**src/pfs_regs.vh**
```
// Register map, field positions and codes for the pin function select block
`ifndef PFS_REGS_VH
`define PFS_REGS_VH

// ----------------------------------------
// Bus and addresses
// ----------------------------------------
`define PFS_ADDR_W 12
`define PFS_DATA_W 32
`define PFS_REG_W 16
`define PFS_OFF_PEMODE 12'h000
`define PFS_OFF_ACKCTL 12'h004
`define PFS_OFF_PDCTL 12'h008
`define PFS_OFF_PECTL 12'h00C
`define PFS_IDX_PINLVL 32'hFFFFD382
`define PFS_IDX_SHIFT 2

// ----------------------------------------
// Field positions
// ----------------------------------------
`define PFS_E7_MSB 14
`define PFS_E7_LSB 12
`define PFS_E6_MSB 10
`define PFS_E6_LSB 8
`define PFS_ACKD_MSB 3
`define PFS_ACKD_LSB 2
`define PFS_ACKE_MSB 1
`define PFS_ACKE_LSB 0
`define PFS_PD30_MSB 9
`define PFS_PD30_LSB 8
`define PFS_PE15_MSB 14
`define PFS_PE15_LSB 12

// ----------------------------------------
// Writable bit masks, reset values and input port masks
// ----------------------------------------
`define PFS_PEMODE_MASK 16'h7700
`define PFS_ACKCTL_MASK 16'h000F
`define PFS_PDCTL_MASK 16'h0300
`define PFS_PECTL_MASK 16'h7000
`define PFS_REG_RESET 16'h0000
`define PFS_PINS_SMALL_MASK 16'h00FF
`define PFS_PINS_LARGE_MASK 16'hFFFF
`define PFS_ADC_ONES 16'hFFFF

// ----------------------------------------
// Mode, acknowledge selector and ack routing codes
// ----------------------------------------
`define PFS_MODE_PORT 3'h0
`define PFS_MODE_TIMER 3'h1
`define PFS_MODE_SERIAL 3'h2
`define PFS_MODE_BUSSTATE 3'h3
`define PFS_MODE_SYNCDATA 3'h5
`define PFS_MODE_BRKTRIG 3'h7
`define PFS_MODE_CHIPSEL 3'h5
`define PFS_ACK_ACCEPT 2'h0
`define PFS_ACK_REFRESH 2'h1
`define PFS_ACK_EITHER 2'h2
`define PFS_ACK_HIGH 2'h3
`define PFS_PD30_ACKOUT 2'h2
`define PFS_PE15_ACKOUT 3'h3

`endif

```
**src/pfs_sync2.v**
```verilog
// Two flip-flop synchroniser, one stage pair per bit
`timescale 1ns/1ns
module pfs_sync2 #(
  parameter WIDTH = 1
) (
  input wire clk_sys,
  input wire [WIDTH-1:0] asyncIn,
  output wire [WIDTH-1:0] syncOut
);
  genvar i;
  generate
    for (i = 0; i < WIDTH; i = i + 1) begin : gBit
      reg stage1Q;
      reg stage2Q;
      always @(posedge clk_sys) begin
        stage1Q <= asyncIn[i];
        stage2Q <= stage1Q;
      end
      assign syncOut[i] = stage2Q;
    end
  endgenerate
endmodule // pfs_sync2

```
**src/pfs_ack_select.v**
```verilog
// Acknowledge output level selector
`timescale 1ns/1ns
`include "pfs_regs.vh"
module pfs_ack_select (
  input wire [1:0] ackSel,
  input wire intAccept,
  input wire refreshReq,
  input wire refreshActive,
  output reg ackLevel
);
  always @* begin
    case (ackSel)
      `PFS_ACK_ACCEPT: ackLevel = intAccept;
      `PFS_ACK_REFRESH: ackLevel = refreshReq;
      `PFS_ACK_EITHER: ackLevel = refreshActive ? refreshReq : intAccept;
      `PFS_ACK_HIGH: ackLevel = 1'b1;
      default: ackLevel = 1'b1;
    endcase
  end
endmodule // pfs_ack_select

```
**src/pfs_pin_function_select.v**
```verilog
// Pin function select, acknowledge output control and input port top
//
// Behaviour
// - Pin E7 follows its 3-bit mode; unlisted codes are prohibited.
// - Pin E6 follows its 3-bit mode; unlisted codes are prohibited.
// - Active debug trace forces pin E6 to trace data output.
// - Reserved bits read zero; software writes zero there.
// - 16-bit ack control register only matters where ack output is routed.
// - Ack control bits 3:2 serve port D pin when its field is 10.
// - Selector: 00 accept, 01 refresh, 10 either by state, 11 high.
// - Ack control bits 1:0 serve port E pin when its field is 011.
// - Input port register is read-only; writes are dropped.
// - Input port read returns live pin levels.
// - Pins under analog sampling read as one.
// - Input port is 8 bits on small package, 16 on large.
`timescale 1ns/1ns
`include "pfs_regs.vh"
module pfs_pin_function_select (
  input wire clk_sys,
  input wire srst,
  input wire [`PFS_ADDR_W-1:0] paddr,
  input wire psel,
  input wire penable,
  input wire pwrite,
  input wire [`PFS_DATA_W-1:0] pwdata,
  output wire [`PFS_DATA_W-1:0] prdata,
  output wire pready,
  output wire pslverr,
  input wire pinE7In,
  output wire pinE7Out,
  output wire pinE7Oe,
  input wire pinE6In,
  output wire pinE6Out,
  output wire pinE6Oe,
  input wire [`PFS_REG_W-1:0] inputPins,
  input wire [`PFS_REG_W-1:0] adcSampling,
  input wire largePackage,
  input wire traceActive,
  input wire traceData0,
  input wire gpioE7Out,
  input wire gpioE7Oe,
  output wire gpioE7In,
  input wire timerCh2IoBOut,
  input wire timerCh2IoBOe,
  output wire timerCh2IoBIn,
  output wire serial2ReceiveIn,
  input wire busStateOut,
  input wire syncSerialDataOut,
  input wire syncSerialDataOe,
  output wire syncSerialDataIn,
  input wire breakTriggerOut,
  input wire gpioE6Out,
  input wire gpioE6Oe,
  output wire gpioE6In,
  input wire timerCh2IoAOut,
  input wire timerCh2IoAOe,
  output wire timerCh2IoAIn,
  input wire serial3ClockOut,
  input wire serial3ClockOe,
  output wire serial3ClockIn,
  input wire chipSelectSeven,
  input wire intAccept,
  input wire refreshReq,
  input wire refreshActive,
  output wire portdAckOut,
  output wire portdAckOe,
  output wire porteAckOut,
  output wire porteAckOe
);

  // ----------------------------------------
  // Address constants
  // ----------------------------------------
  localparam [31:0] PIN_LVL_BYTE = `PFS_IDX_PINLVL << `PFS_IDX_SHIFT;
  localparam [`PFS_ADDR_W-1:0] PIN_LVL_ADDR = PIN_LVL_BYTE[`PFS_ADDR_W-1:0];

  // ----------------------------------------
  // Declarations
  // ----------------------------------------
  wire [`PFS_REG_W+1:0] rawPins;
  wire [`PFS_REG_W+1:0] syncPins;
  wire [`PFS_REG_W-1:0] portPinsS;
  wire e7PinS;
  wire e6PinS;
  wire setupPhase;
  wire wrDone;
  wire rdAccess;
  wire addrHit;
  wire [2:0] e7Mode;
  wire [2:0] e6Mode;
  wire [1:0] ackSelD;
  wire [1:0] ackSelE;
  wire pdAckRouted;
  wire peAckRouted;
  wire ackLevelD;
  wire ackLevelE;
  reg [`PFS_REG_W-1:0] peModeQ;
  reg [`PFS_REG_W-1:0] ackCtlQ;
  reg [`PFS_REG_W-1:0] pdCtlQ;
  reg [`PFS_REG_W-1:0] peCtlQ;
  reg largePkgQ;
  reg pkgTakenQ;
  reg preadyQ;
  reg pslverrQ;
  reg [`PFS_DATA_W-1:0] prdataQ;
  reg [`PFS_REG_W-1:0] rdMux;
  reg rdHit;
  reg [`PFS_REG_W-1:0] pinLevels;
  reg e7Out_d;
  reg e7Oe_d;
  reg e6Out_d;
  reg e6Oe_d;
  reg gpio7In_d;
  reg timBIn_d;
  reg ser2In_d;
  reg ssdIn_d;
  reg gpio6In_d;
  reg timAIn_d;
  reg ser3In_d;
  reg e7Out_q;
  reg e7Oe_q;
  reg e6Out_q;
  reg e6Oe_q;
  reg gpio7In_q;
  reg timBIn_q;
  reg ser2In_q;
  reg ssdIn_q;
  reg gpio6In_q;
  reg timAIn_q;
  reg ser3In_q;
  reg pdAckOut_q;
  reg pdAckOe_q;
  reg peAckOut_q;
  reg peAckOe_q;

  // ----------------------------------------
  // Pin synchronisers
  // ----------------------------------------
  assign rawPins = {pinE7In, pinE6In, inputPins};

  pfs_sync2 #(
    .WIDTH(`PFS_REG_W + 2)
  ) uPinSync (
    .clk_sys(clk_sys),
    .asyncIn(rawPins),
    .syncOut(syncPins)
  );

  assign portPinsS = syncPins[`PFS_REG_W-1:0];
  assign e6PinS = syncPins[`PFS_REG_W];
  assign e7PinS = syncPins[`PFS_REG_W+1];

  // ----------------------------------------
  // Package strap
  // ----------------------------------------
  always @(posedge clk_sys) begin
    if (srst) begin
      pkgTakenQ <= 1'b0;
      largePkgQ <= 1'b0;
    end else if (!pkgTakenQ) begin
      pkgTakenQ <= 1'b1;
      largePkgQ <= largePackage;
    end
  end

  // ----------------------------------------
  // APB slave
  // ----------------------------------------
  assign setupPhase = psel & penable & ~preadyQ;
  assign wrDone = psel & penable & preadyQ & pwrite;
  assign rdAccess = setupPhase & ~pwrite;
  assign addrHit = rdHit;

  always @* begin
    rdMux = `PFS_REG_RESET;
    rdHit = 1'b1;
    case (paddr)
      `PFS_OFF_PEMODE: rdMux = peModeQ;
      `PFS_OFF_ACKCTL: rdMux = ackCtlQ;
      `PFS_OFF_PDCTL: rdMux = pdCtlQ;
      `PFS_OFF_PECTL: rdMux = peCtlQ;
      PIN_LVL_ADDR: rdMux = pinLevels;
      default: rdHit = 1'b0;
    endcase
  end

  always @(posedge clk_sys) begin
    if (srst) begin
      preadyQ <= 1'b0;
      pslverrQ <= 1'b0;
      prdataQ <= {`PFS_DATA_W{1'b0}};
    end else if (setupPhase) begin
      preadyQ <= 1'b1;
      pslverrQ <= ~addrHit;
      if (rdAccess) begin
        prdataQ <= {{(`PFS_DATA_W-`PFS_REG_W){1'b0}}, rdMux};
      end else begin
        prdataQ <= {`PFS_DATA_W{1'b0}};
      end
    end else begin
      preadyQ <= 1'b0;
      pslverrQ <= 1'b0;
    end
  end

  assign prdata = prdataQ;
  assign pready = preadyQ;
  assign pslverr = pslverrQ;

  // ----------------------------------------
  // Control registers
  // ----------------------------------------
  always @(posedge clk_sys) begin
    if (srst) begin
      peModeQ <= `PFS_REG_RESET;
      ackCtlQ <= `PFS_REG_RESET;
      pdCtlQ <= `PFS_REG_RESET;
      peCtlQ <= `PFS_REG_RESET;
    end else if (wrDone) begin
      case (paddr)
        `PFS_OFF_PEMODE: peModeQ <= pwdata[`PFS_REG_W-1:0] & `PFS_PEMODE_MASK;
        `PFS_OFF_ACKCTL: ackCtlQ <= pwdata[`PFS_REG_W-1:0] & `PFS_ACKCTL_MASK;
        `PFS_OFF_PDCTL: pdCtlQ <= pwdata[`PFS_REG_W-1:0] & `PFS_PDCTL_MASK;
        `PFS_OFF_PECTL: peCtlQ <= pwdata[`PFS_REG_W-1:0] & `PFS_PECTL_MASK;
        default: peModeQ <= peModeQ;
      endcase
    end
  end

  // ----------------------------------------
  // Input port levels
  // ----------------------------------------
  always @* begin
    pinLevels = portPinsS | (adcSampling & `PFS_ADC_ONES);
    if (largePkgQ) begin
      pinLevels = pinLevels & `PFS_PINS_LARGE_MASK;
    end else begin
      pinLevels = pinLevels & `PFS_PINS_SMALL_MASK;
    end
  end

  // ----------------------------------------
  // Shared pin E7 routing
  // ----------------------------------------
  assign e7Mode = peModeQ[`PFS_E7_MSB:`PFS_E7_LSB];

  always @* begin
    e7Out_d = 1'b0;
    e7Oe_d = 1'b0;
    gpio7In_d = 1'b1;
    timBIn_d = 1'b1;
    ser2In_d = 1'b1;
    ssdIn_d = 1'b1;
    case (e7Mode)
      `PFS_MODE_PORT: begin
        e7Out_d = gpioE7Out;
        e7Oe_d = gpioE7Oe;
        gpio7In_d = e7PinS;
      end
      `PFS_MODE_TIMER: begin
        e7Out_d = timerCh2IoBOut;
        e7Oe_d = timerCh2IoBOe;
        timBIn_d = e7PinS;
      end
      `PFS_MODE_SERIAL: begin
        ser2In_d = e7PinS;
      end
      `PFS_MODE_BUSSTATE: begin
        e7Out_d = busStateOut;
        e7Oe_d = 1'b1;
      end
      `PFS_MODE_SYNCDATA: begin
        e7Out_d = syncSerialDataOut;
        e7Oe_d = syncSerialDataOe;
        ssdIn_d = e7PinS;
      end
      `PFS_MODE_BRKTRIG: begin
        e7Out_d = breakTriggerOut;
        e7Oe_d = 1'b1;
      end
      default: e7Oe_d = 1'b0;
    endcase
  end

  // ----------------------------------------
  // Shared pin E6 routing
  // ----------------------------------------
  assign e6Mode = peModeQ[`PFS_E6_MSB:`PFS_E6_LSB];

  always @* begin
    e6Out_d = 1'b0;
    e6Oe_d = 1'b0;
    gpio6In_d = 1'b1;
    timAIn_d = 1'b1;
    ser3In_d = 1'b1;
    if (traceActive) begin
      e6Out_d = traceData0;
      e6Oe_d = 1'b1;
    end else begin
      case (e6Mode)
        `PFS_MODE_PORT: begin
          e6Out_d = gpioE6Out;
          e6Oe_d = gpioE6Oe;
          gpio6In_d = e6PinS;
        end
        `PFS_MODE_TIMER: begin
          e6Out_d = timerCh2IoAOut;
          e6Oe_d = timerCh2IoAOe;
          timAIn_d = e6PinS;
        end
        `PFS_MODE_SERIAL: begin
          e6Out_d = serial3ClockOut;
          e6Oe_d = serial3ClockOe;
          ser3In_d = e6PinS;
        end
        `PFS_MODE_CHIPSEL: begin
          e6Out_d = chipSelectSeven;
          e6Oe_d = 1'b1;
        end
        default: e6Oe_d = 1'b0;
      endcase
    end
  end

  // ----------------------------------------
  // Acknowledge output selection
  // ----------------------------------------
  assign ackSelD = ackCtlQ[`PFS_ACKD_MSB:`PFS_ACKD_LSB];
  assign ackSelE = ackCtlQ[`PFS_ACKE_MSB:`PFS_ACKE_LSB];
  assign pdAckRouted = pdCtlQ[`PFS_PD30_MSB:`PFS_PD30_LSB] == `PFS_PD30_ACKOUT;
  assign peAckRouted = peCtlQ[`PFS_PE15_MSB:`PFS_PE15_LSB] == `PFS_PE15_ACKOUT;

  pfs_ack_select uAckD (
    .ackSel(ackSelD),
    .intAccept(intAccept),
    .refreshReq(refreshReq),
    .refreshActive(refreshActive),
    .ackLevel(ackLevelD)
  );

  pfs_ack_select uAckE (
    .ackSel(ackSelE),
    .intAccept(intAccept),
    .refreshReq(refreshReq),
    .refreshActive(refreshActive),
    .ackLevel(ackLevelE)
  );

  // ----------------------------------------
  // Output registers
  // ----------------------------------------
  always @(posedge clk_sys) begin
    if (srst) begin
      e7Out_q <= 1'b0;
      e7Oe_q <= 1'b0;
      e6Out_q <= 1'b0;
      e6Oe_q <= 1'b0;
      gpio7In_q <= 1'b1;
      timBIn_q <= 1'b1;
      ser2In_q <= 1'b1;
      ssdIn_q <= 1'b1;
      gpio6In_q <= 1'b1;
      timAIn_q <= 1'b1;
      ser3In_q <= 1'b1;
      pdAckOut_q <= 1'b0;
      pdAckOe_q <= 1'b0;
      peAckOut_q <= 1'b0;
      peAckOe_q <= 1'b0;
    end else begin
      e7Out_q <= e7Out_d;
      e7Oe_q <= e7Oe_d;
      e6Out_q <= e6Out_d;
      e6Oe_q <= e6Oe_d;
      gpio7In_q <= gpio7In_d;
      timBIn_q <= timBIn_d;
      ser2In_q <= ser2In_d;
      ssdIn_q <= ssdIn_d;
      gpio6In_q <= gpio6In_d;
      timAIn_q <= timAIn_d;
      ser3In_q <= ser3In_d;
      pdAckOut_q <= pdAckRouted & ackLevelD;
      pdAckOe_q <= pdAckRouted;
      peAckOut_q <= peAckRouted & ackLevelE;
      peAckOe_q <= peAckRouted;
    end
  end

  assign pinE7Out = e7Out_q;
  assign pinE7Oe = e7Oe_q;
  assign pinE6Out = e6Out_q;
  assign pinE6Oe = e6Oe_q;
  assign gpioE7In = gpio7In_q;
  assign timerCh2IoBIn = timBIn_q;
  assign serial2ReceiveIn = ser2In_q;
  assign syncSerialDataIn = ssdIn_q;
  assign gpioE6In = gpio6In_q;
  assign timerCh2IoAIn = timAIn_q;
  assign serial3ClockIn = ser3In_q;
  assign portdAckOut = pdAckOut_q;
  assign portdAckOe = pdAckOe_q;
  assign porteAckOut = peAckOut_q;
  assign porteAckOe = peAckOe_q;

endmodule // pfs_pin_function_select

```
**config.mk**
```make
export PLATFORM = sky130hd
export DESIGN_NAME = pfs_pin_function_select
export DESIGN_NICKNAME = d
export VERILOG_FILES = /design/src/pfs_sync2.v /design/src/pfs_ack_select.v /design/src/pfs_pin_function_select.v
export VERILOG_INCLUDE_DIRS = /design/src
export SDC_FILE = /design/constraint.sdc
export NUM_CORES = 1
export LEC_CHECK = 0
export BUFFER_PORTS_ARGS = -buffer_cell sky130_fd_sc_hd__buf_2
export CORE_MARGIN = 2
export CORE_UTILIZATION = 46
export DETAILED_ROUTE_END_ITERATION = 8
export GPL_ROUTABILITY_DRIVEN = 1
export PLACE_DENSITY_LB_ADDON = 0.1
export SLEW_MARGIN = 20
export SYNTH_ARGS = -nofsm -noshare
export SYNTH_HDL_FRONTEND = slang
export SYNTH_HIERARCHICAL = 1
export SYNTH_SLANG_ARGS = --single-unit
```
**constraint.sdc**
```tcl
create_clock -name clk_sys -period 1.8 [get_ports clk_sys]
set_input_delay 0.27 -clock clk_sys [delete_from_list [all_inputs] [get_ports clk_sys]]
set_output_delay 0.27 -clock clk_sys [all_outputs]
set_load 0.005 [all_outputs]
```
==> results.md <==
- The flow ran to the end, and the final reports show no timing, DRC or antenna violations.
- Counting instances, the worst hold path has a depth of 1.
- The synthesized area per cell is 9.93 µm².
- After synthesis the netlist holds a flip-flop and latch count of 86.
- The clock arrives with 0.0112 ns of skew.
- The number of hold violations in the final report came to 0.
- The endpoint identified for the worst register-to-register timing path is prdata[14]$_SDFFE_PP0P_.
- The floorplan row count is 30.
- The startpoint identified for the worst register-to-register timing path is pready$_SDFF_PP0_.
- For this design the ratio of total power to cell area is 900 nW/µm².
- The number of fill cells is 601.
- The Yosys step of the flow raised 6 warnings.
- After clock tree synthesis, the clock-pin slew on the worst setup and hold paths is 0.09 ns.
- For the finished layout, the period the worst path requires is 1.52 ns.
- The violation count after the first detailed-routing iteration is 145.
- IR analysis of the VDD net gives a maximum drop of 0.000568 V.
- The die extent in x is 88 µm.
- For this run, the post-layout net count is 545.
- The die is 88 µm tall.
- The total grt overflow is 0.
- Setup repair after global routing left no endpoint under its margin.
- The kind of critical path is reg -> reg.
- The clock tree from TritonCTS is yes.
- The data arrival time of the critical path is 1.81 ns.
- The worst path required time is 2.09 ns.
- Across the run, the number of max-cap violations was 0.
- The CTS H-tree depth is 3.
- The clock drives 86 sinks.
- In this run, synthesis inferred 0 flip-flops with an integrated enable.
- After technology mapping, the gate count stands at 327.
- The cell family contributing the most delay on the critical path is simple AND/OR/NAND/NOR gates.
- The post-CTS resize count is 0.
- Dividing the detail-routed wire length by the instance count gives 13.1 µm.
- Using the TritonRoute via totals, the vias-per-cell ratio works out to 4.92.
- The clock root buffer is clkbuf_8.
- The number of DRC violations after detailed routing is 0.
- From synthesis to final layout, the design area changed by 27.3%.
- Buffers placed on the I/O ports in this run total 114.
- The path with the worst hold slack has its endpoint at uPinSync/gBit[10].stage1Q$_DFF_P_.
- The final wirelength is 7120 µm.
- The fraction of final layout cells sized beyond drive strength 1 is 0.354.
- Before antenna repair, the detailed router went through 4 iterations.
- The slew at the pin with the worst max-slew slack is 0.506 ns.
- The congestion estimate from routability-driven global placement came to 0.761.
- For this configuration, the core starts out at a cell density of 0.478.
- In this run the cell area measured after placement is 3790 µm².
- In this run the register-to-register setup slack is 0.28 ns.
- The endpoint kind of the worst setup timing path is a register.
- The fraction of the cycle the final worst path needs is 0.847.
- The worst pin sits at a relative slew slack of 0.658.
- The number of antenna violations at the first check in global routing was 0.
- The proportion of synthesized flip-flops having asynchronous set or reset is 0.
- The primary flip-flop cell chosen by synthesis mapping is dfxtp_1.
- Entering global routing, the biggest net connects 23 pins.
- The sequential element share of the synthesized area is 0.530.
- Detailed routing inserted a total of 2,669 vias.
- The detailed placement HPWL is 5300 µm.
- The maximum net fanout on the critical path is 12.
- The number of antenna diodes is 0.
- The fmax is 0.656 GHz.
- The post-route antenna net violation count is 0.
- The finished cells cover 4130 µm².
- For this design, the slowest cell found on the critical path is and2_1.
- In this run the worst hold path is classified as in -> reg.
- TritonCTS created 9 clock buffers.
- The leakage power summed over all cells is 1.72 nW.
- The final-report setup violation count is 0.
- The worst setup path is launched from a register.
- In this run the most critical hold path is launched from inputPins[10].
- The number of pins exceeding their max-slew limit in the final report is 0.
- The placeable core area is 6790 µm².
- The cell area that synthesis handed to floorplanning was 3250 µm².
- The floorplan step defined a die boundary enclosing 7740 µm².
- The final core area utilization is 0.608.
- The clock latency at the later pin of the worst-skew pair is 0.36 ns.
- In this run, distinct cell masters in the synthesized netlist total 48.
- The number of buffers on the longest clock path is 2.
- Traced cell by cell, the critical path runs through nand3b_1 -> buf_4 -> and2_1 -> nand2_1 -> a22oi_2.
- The global-route wire length before repair is 11,100 µm.
- The number of cells on the worst reg-to-reg path is 5.
- In the global route stage, overall resource usage came out at 0.189.
- The largest single stage delay on the critical path is 0.40 ns.
- The number of global-route vias before repair is 2,366.
- The count of buffering cells on the critical path with inverters included is 1.
- 153 I/O pins were placed.
## worst max path at each step
| stage | startpoint | end | slack, ns | cells past startpoint |
|---|---|---|---|---|
| 2_1_floorplan | paddr[4] | prdata[14]$_SDFFE_PP0P_ | 0.15 | 5 |
| 3_3_place_gp | paddr[4] | pdCtlQ[9]$_SDFFE_PP0P_ | -0.03 | 6 |
| 3_5_place_dp | paddr[4] | pdCtlQ[9]$_SDFFE_PP0P_ | -0.04 | 6 |
| 4_1_cts | pready$_SDFF_PP0_ | prdata[14]$_SDFFE_PP0P_ | 0.25 | 5 |
| 5_1_grt | pready$_SDFF_PP0_ | prdata[13]$_SDFFE_PP0P_ | 0.08 | 5 |
| 6_report | pready$_SDFF_PP0_ | prdata[14]$_SDFFE_PP0P_ | 0.28 | 5 |
## cell families (layout without fill, tap and decap cells)
kind of cell | Yosys count | after routing | synth area share
flip-flops | 86 | 86 | 0.530
buffers and inverters | 55 | 159 | 0.106
other | 1 | 16 | 0.00116
AO/OA/AOI/OAI | 79 | 79 | 0.163
multiplexers | 7 | 7 | 0.0254
AND/OR/NAND/NOR | 99 | 99 | 0.174
## flip-flops by register name (all words and copies together) (netlist names), 2 cells and up
name	count
uPinSync/gBit.stage1Q	18
prdata	16
ackCtlQ	4
peModeQ	6
pdCtlQ	2
uPinSync/gBit.stage2Q	18
peCtlQ	3
## cell usage after synthesis (5+ instances only)
library cell / number / area share
o21ai_1: 10 / 0.015
dfxtp_1: 86 / 0.53
a32oi_1: 8 / 0.022
mux2i_1: 6 / 0.019
nand2_1: 24 / 0.028
nand4_1: 16 / 0.031
a22oi_1: 6 / 0.014
nor2_1: 18 / 0.021
or2_2: 5 / 0.0096
clkbuf_1: 14 / 0.016
a21oi_1: 20 / 0.031
nand3_1: 5 / 0.0077
o21ai_0: 15 / 0.023
buf_4: 34 / 0.079
nor3_1: 6 / 0.0093
o211ai_1: 6 / 0.014
## cell usage in the layout (no fill, tap or decap), types with 6 or more instances in the layout
master         netlist  final
dfxtp_1             86     86
a32oi_1              8      8
dlygate4sd3_1        0     11
nand4_1             16     16
o21ai_0             15     15
o211ai_1             6      6
a22oi_1              6      6
o21ai_1             10     10
conb_1               1     16
nor2_1              18     18
buf_2                2    114
nor3_1               6      6
mux2i_1              6      6
nand2_1             24     24
a21oi_1             20     20
buf_4               34     12
clkbuf_8             0      9
## metrics by stage
stage / hold slack [ns] / worst slack, ns / instances / TNS (ns) / total power, mW
after floorplan: 0.298 / 0.152 / 342 / 0 / 2.15
after global placement: 0.310 / -0.0290 / 515 / -0.0290 / 2.22
after detailed placement: 0.312 / -0.0432 / 515 / -0.0565 / 2.22
after CTS: 0.000828 / 0.248 / 536 / 0 / 3.74
after global routing: 0.00118 / 0.0822 / 542 / 0 / 3.87
final: 0.0104 / 0.275 / 542 / 0 / 3.72
## report_power, final
group / total (mW) / internal [mW] / leakage [nW] / switching [mW]
Sequential: 1.97 / 1.96 / 0.709 / 0.0164
Clock: 1.52 / 0.801 / 0.111 / 0.717
Combinational: 0.226 / 0.121 / 0.901 / 0.105
Total: 3.72 / 2.88 / 1.72 / 0.839
## area by class of cell
type | instances | area [µm²] | area share
Clock inverter | 7 | 103 | 0.0248
Multi-Input combinational cell | 201 | 1240 | 0.299
Timing Repair Buffer | 139 | 811 | 0.196
Clock buffer | 9 | 124 | 0.0300
Tap cell | 96 | 120 | 0.0291
Inverter | 4 | 15.0 | 0.00364
Sequential cell | 86 | 1720 | 0.417
## layer usage
layer | share of wire | vias to the layer above | track usage
met2 | 0.45 | 99 | 0.288
met4 | 0.028 | 0 | 0.0951
met3 | 0.069 | 13 | 0.0537
met1 | 0.45 | 1204 | 0.245
met5 | 0 | - | 0
li1 | - | 1353 | -
## what timing repair did
action | CTS | global route
hold buffers | 5 | 6
setup buffers | 0 | 0
hold endpoints to repair | 5 | 6
(Power assumes the default switching activity.)
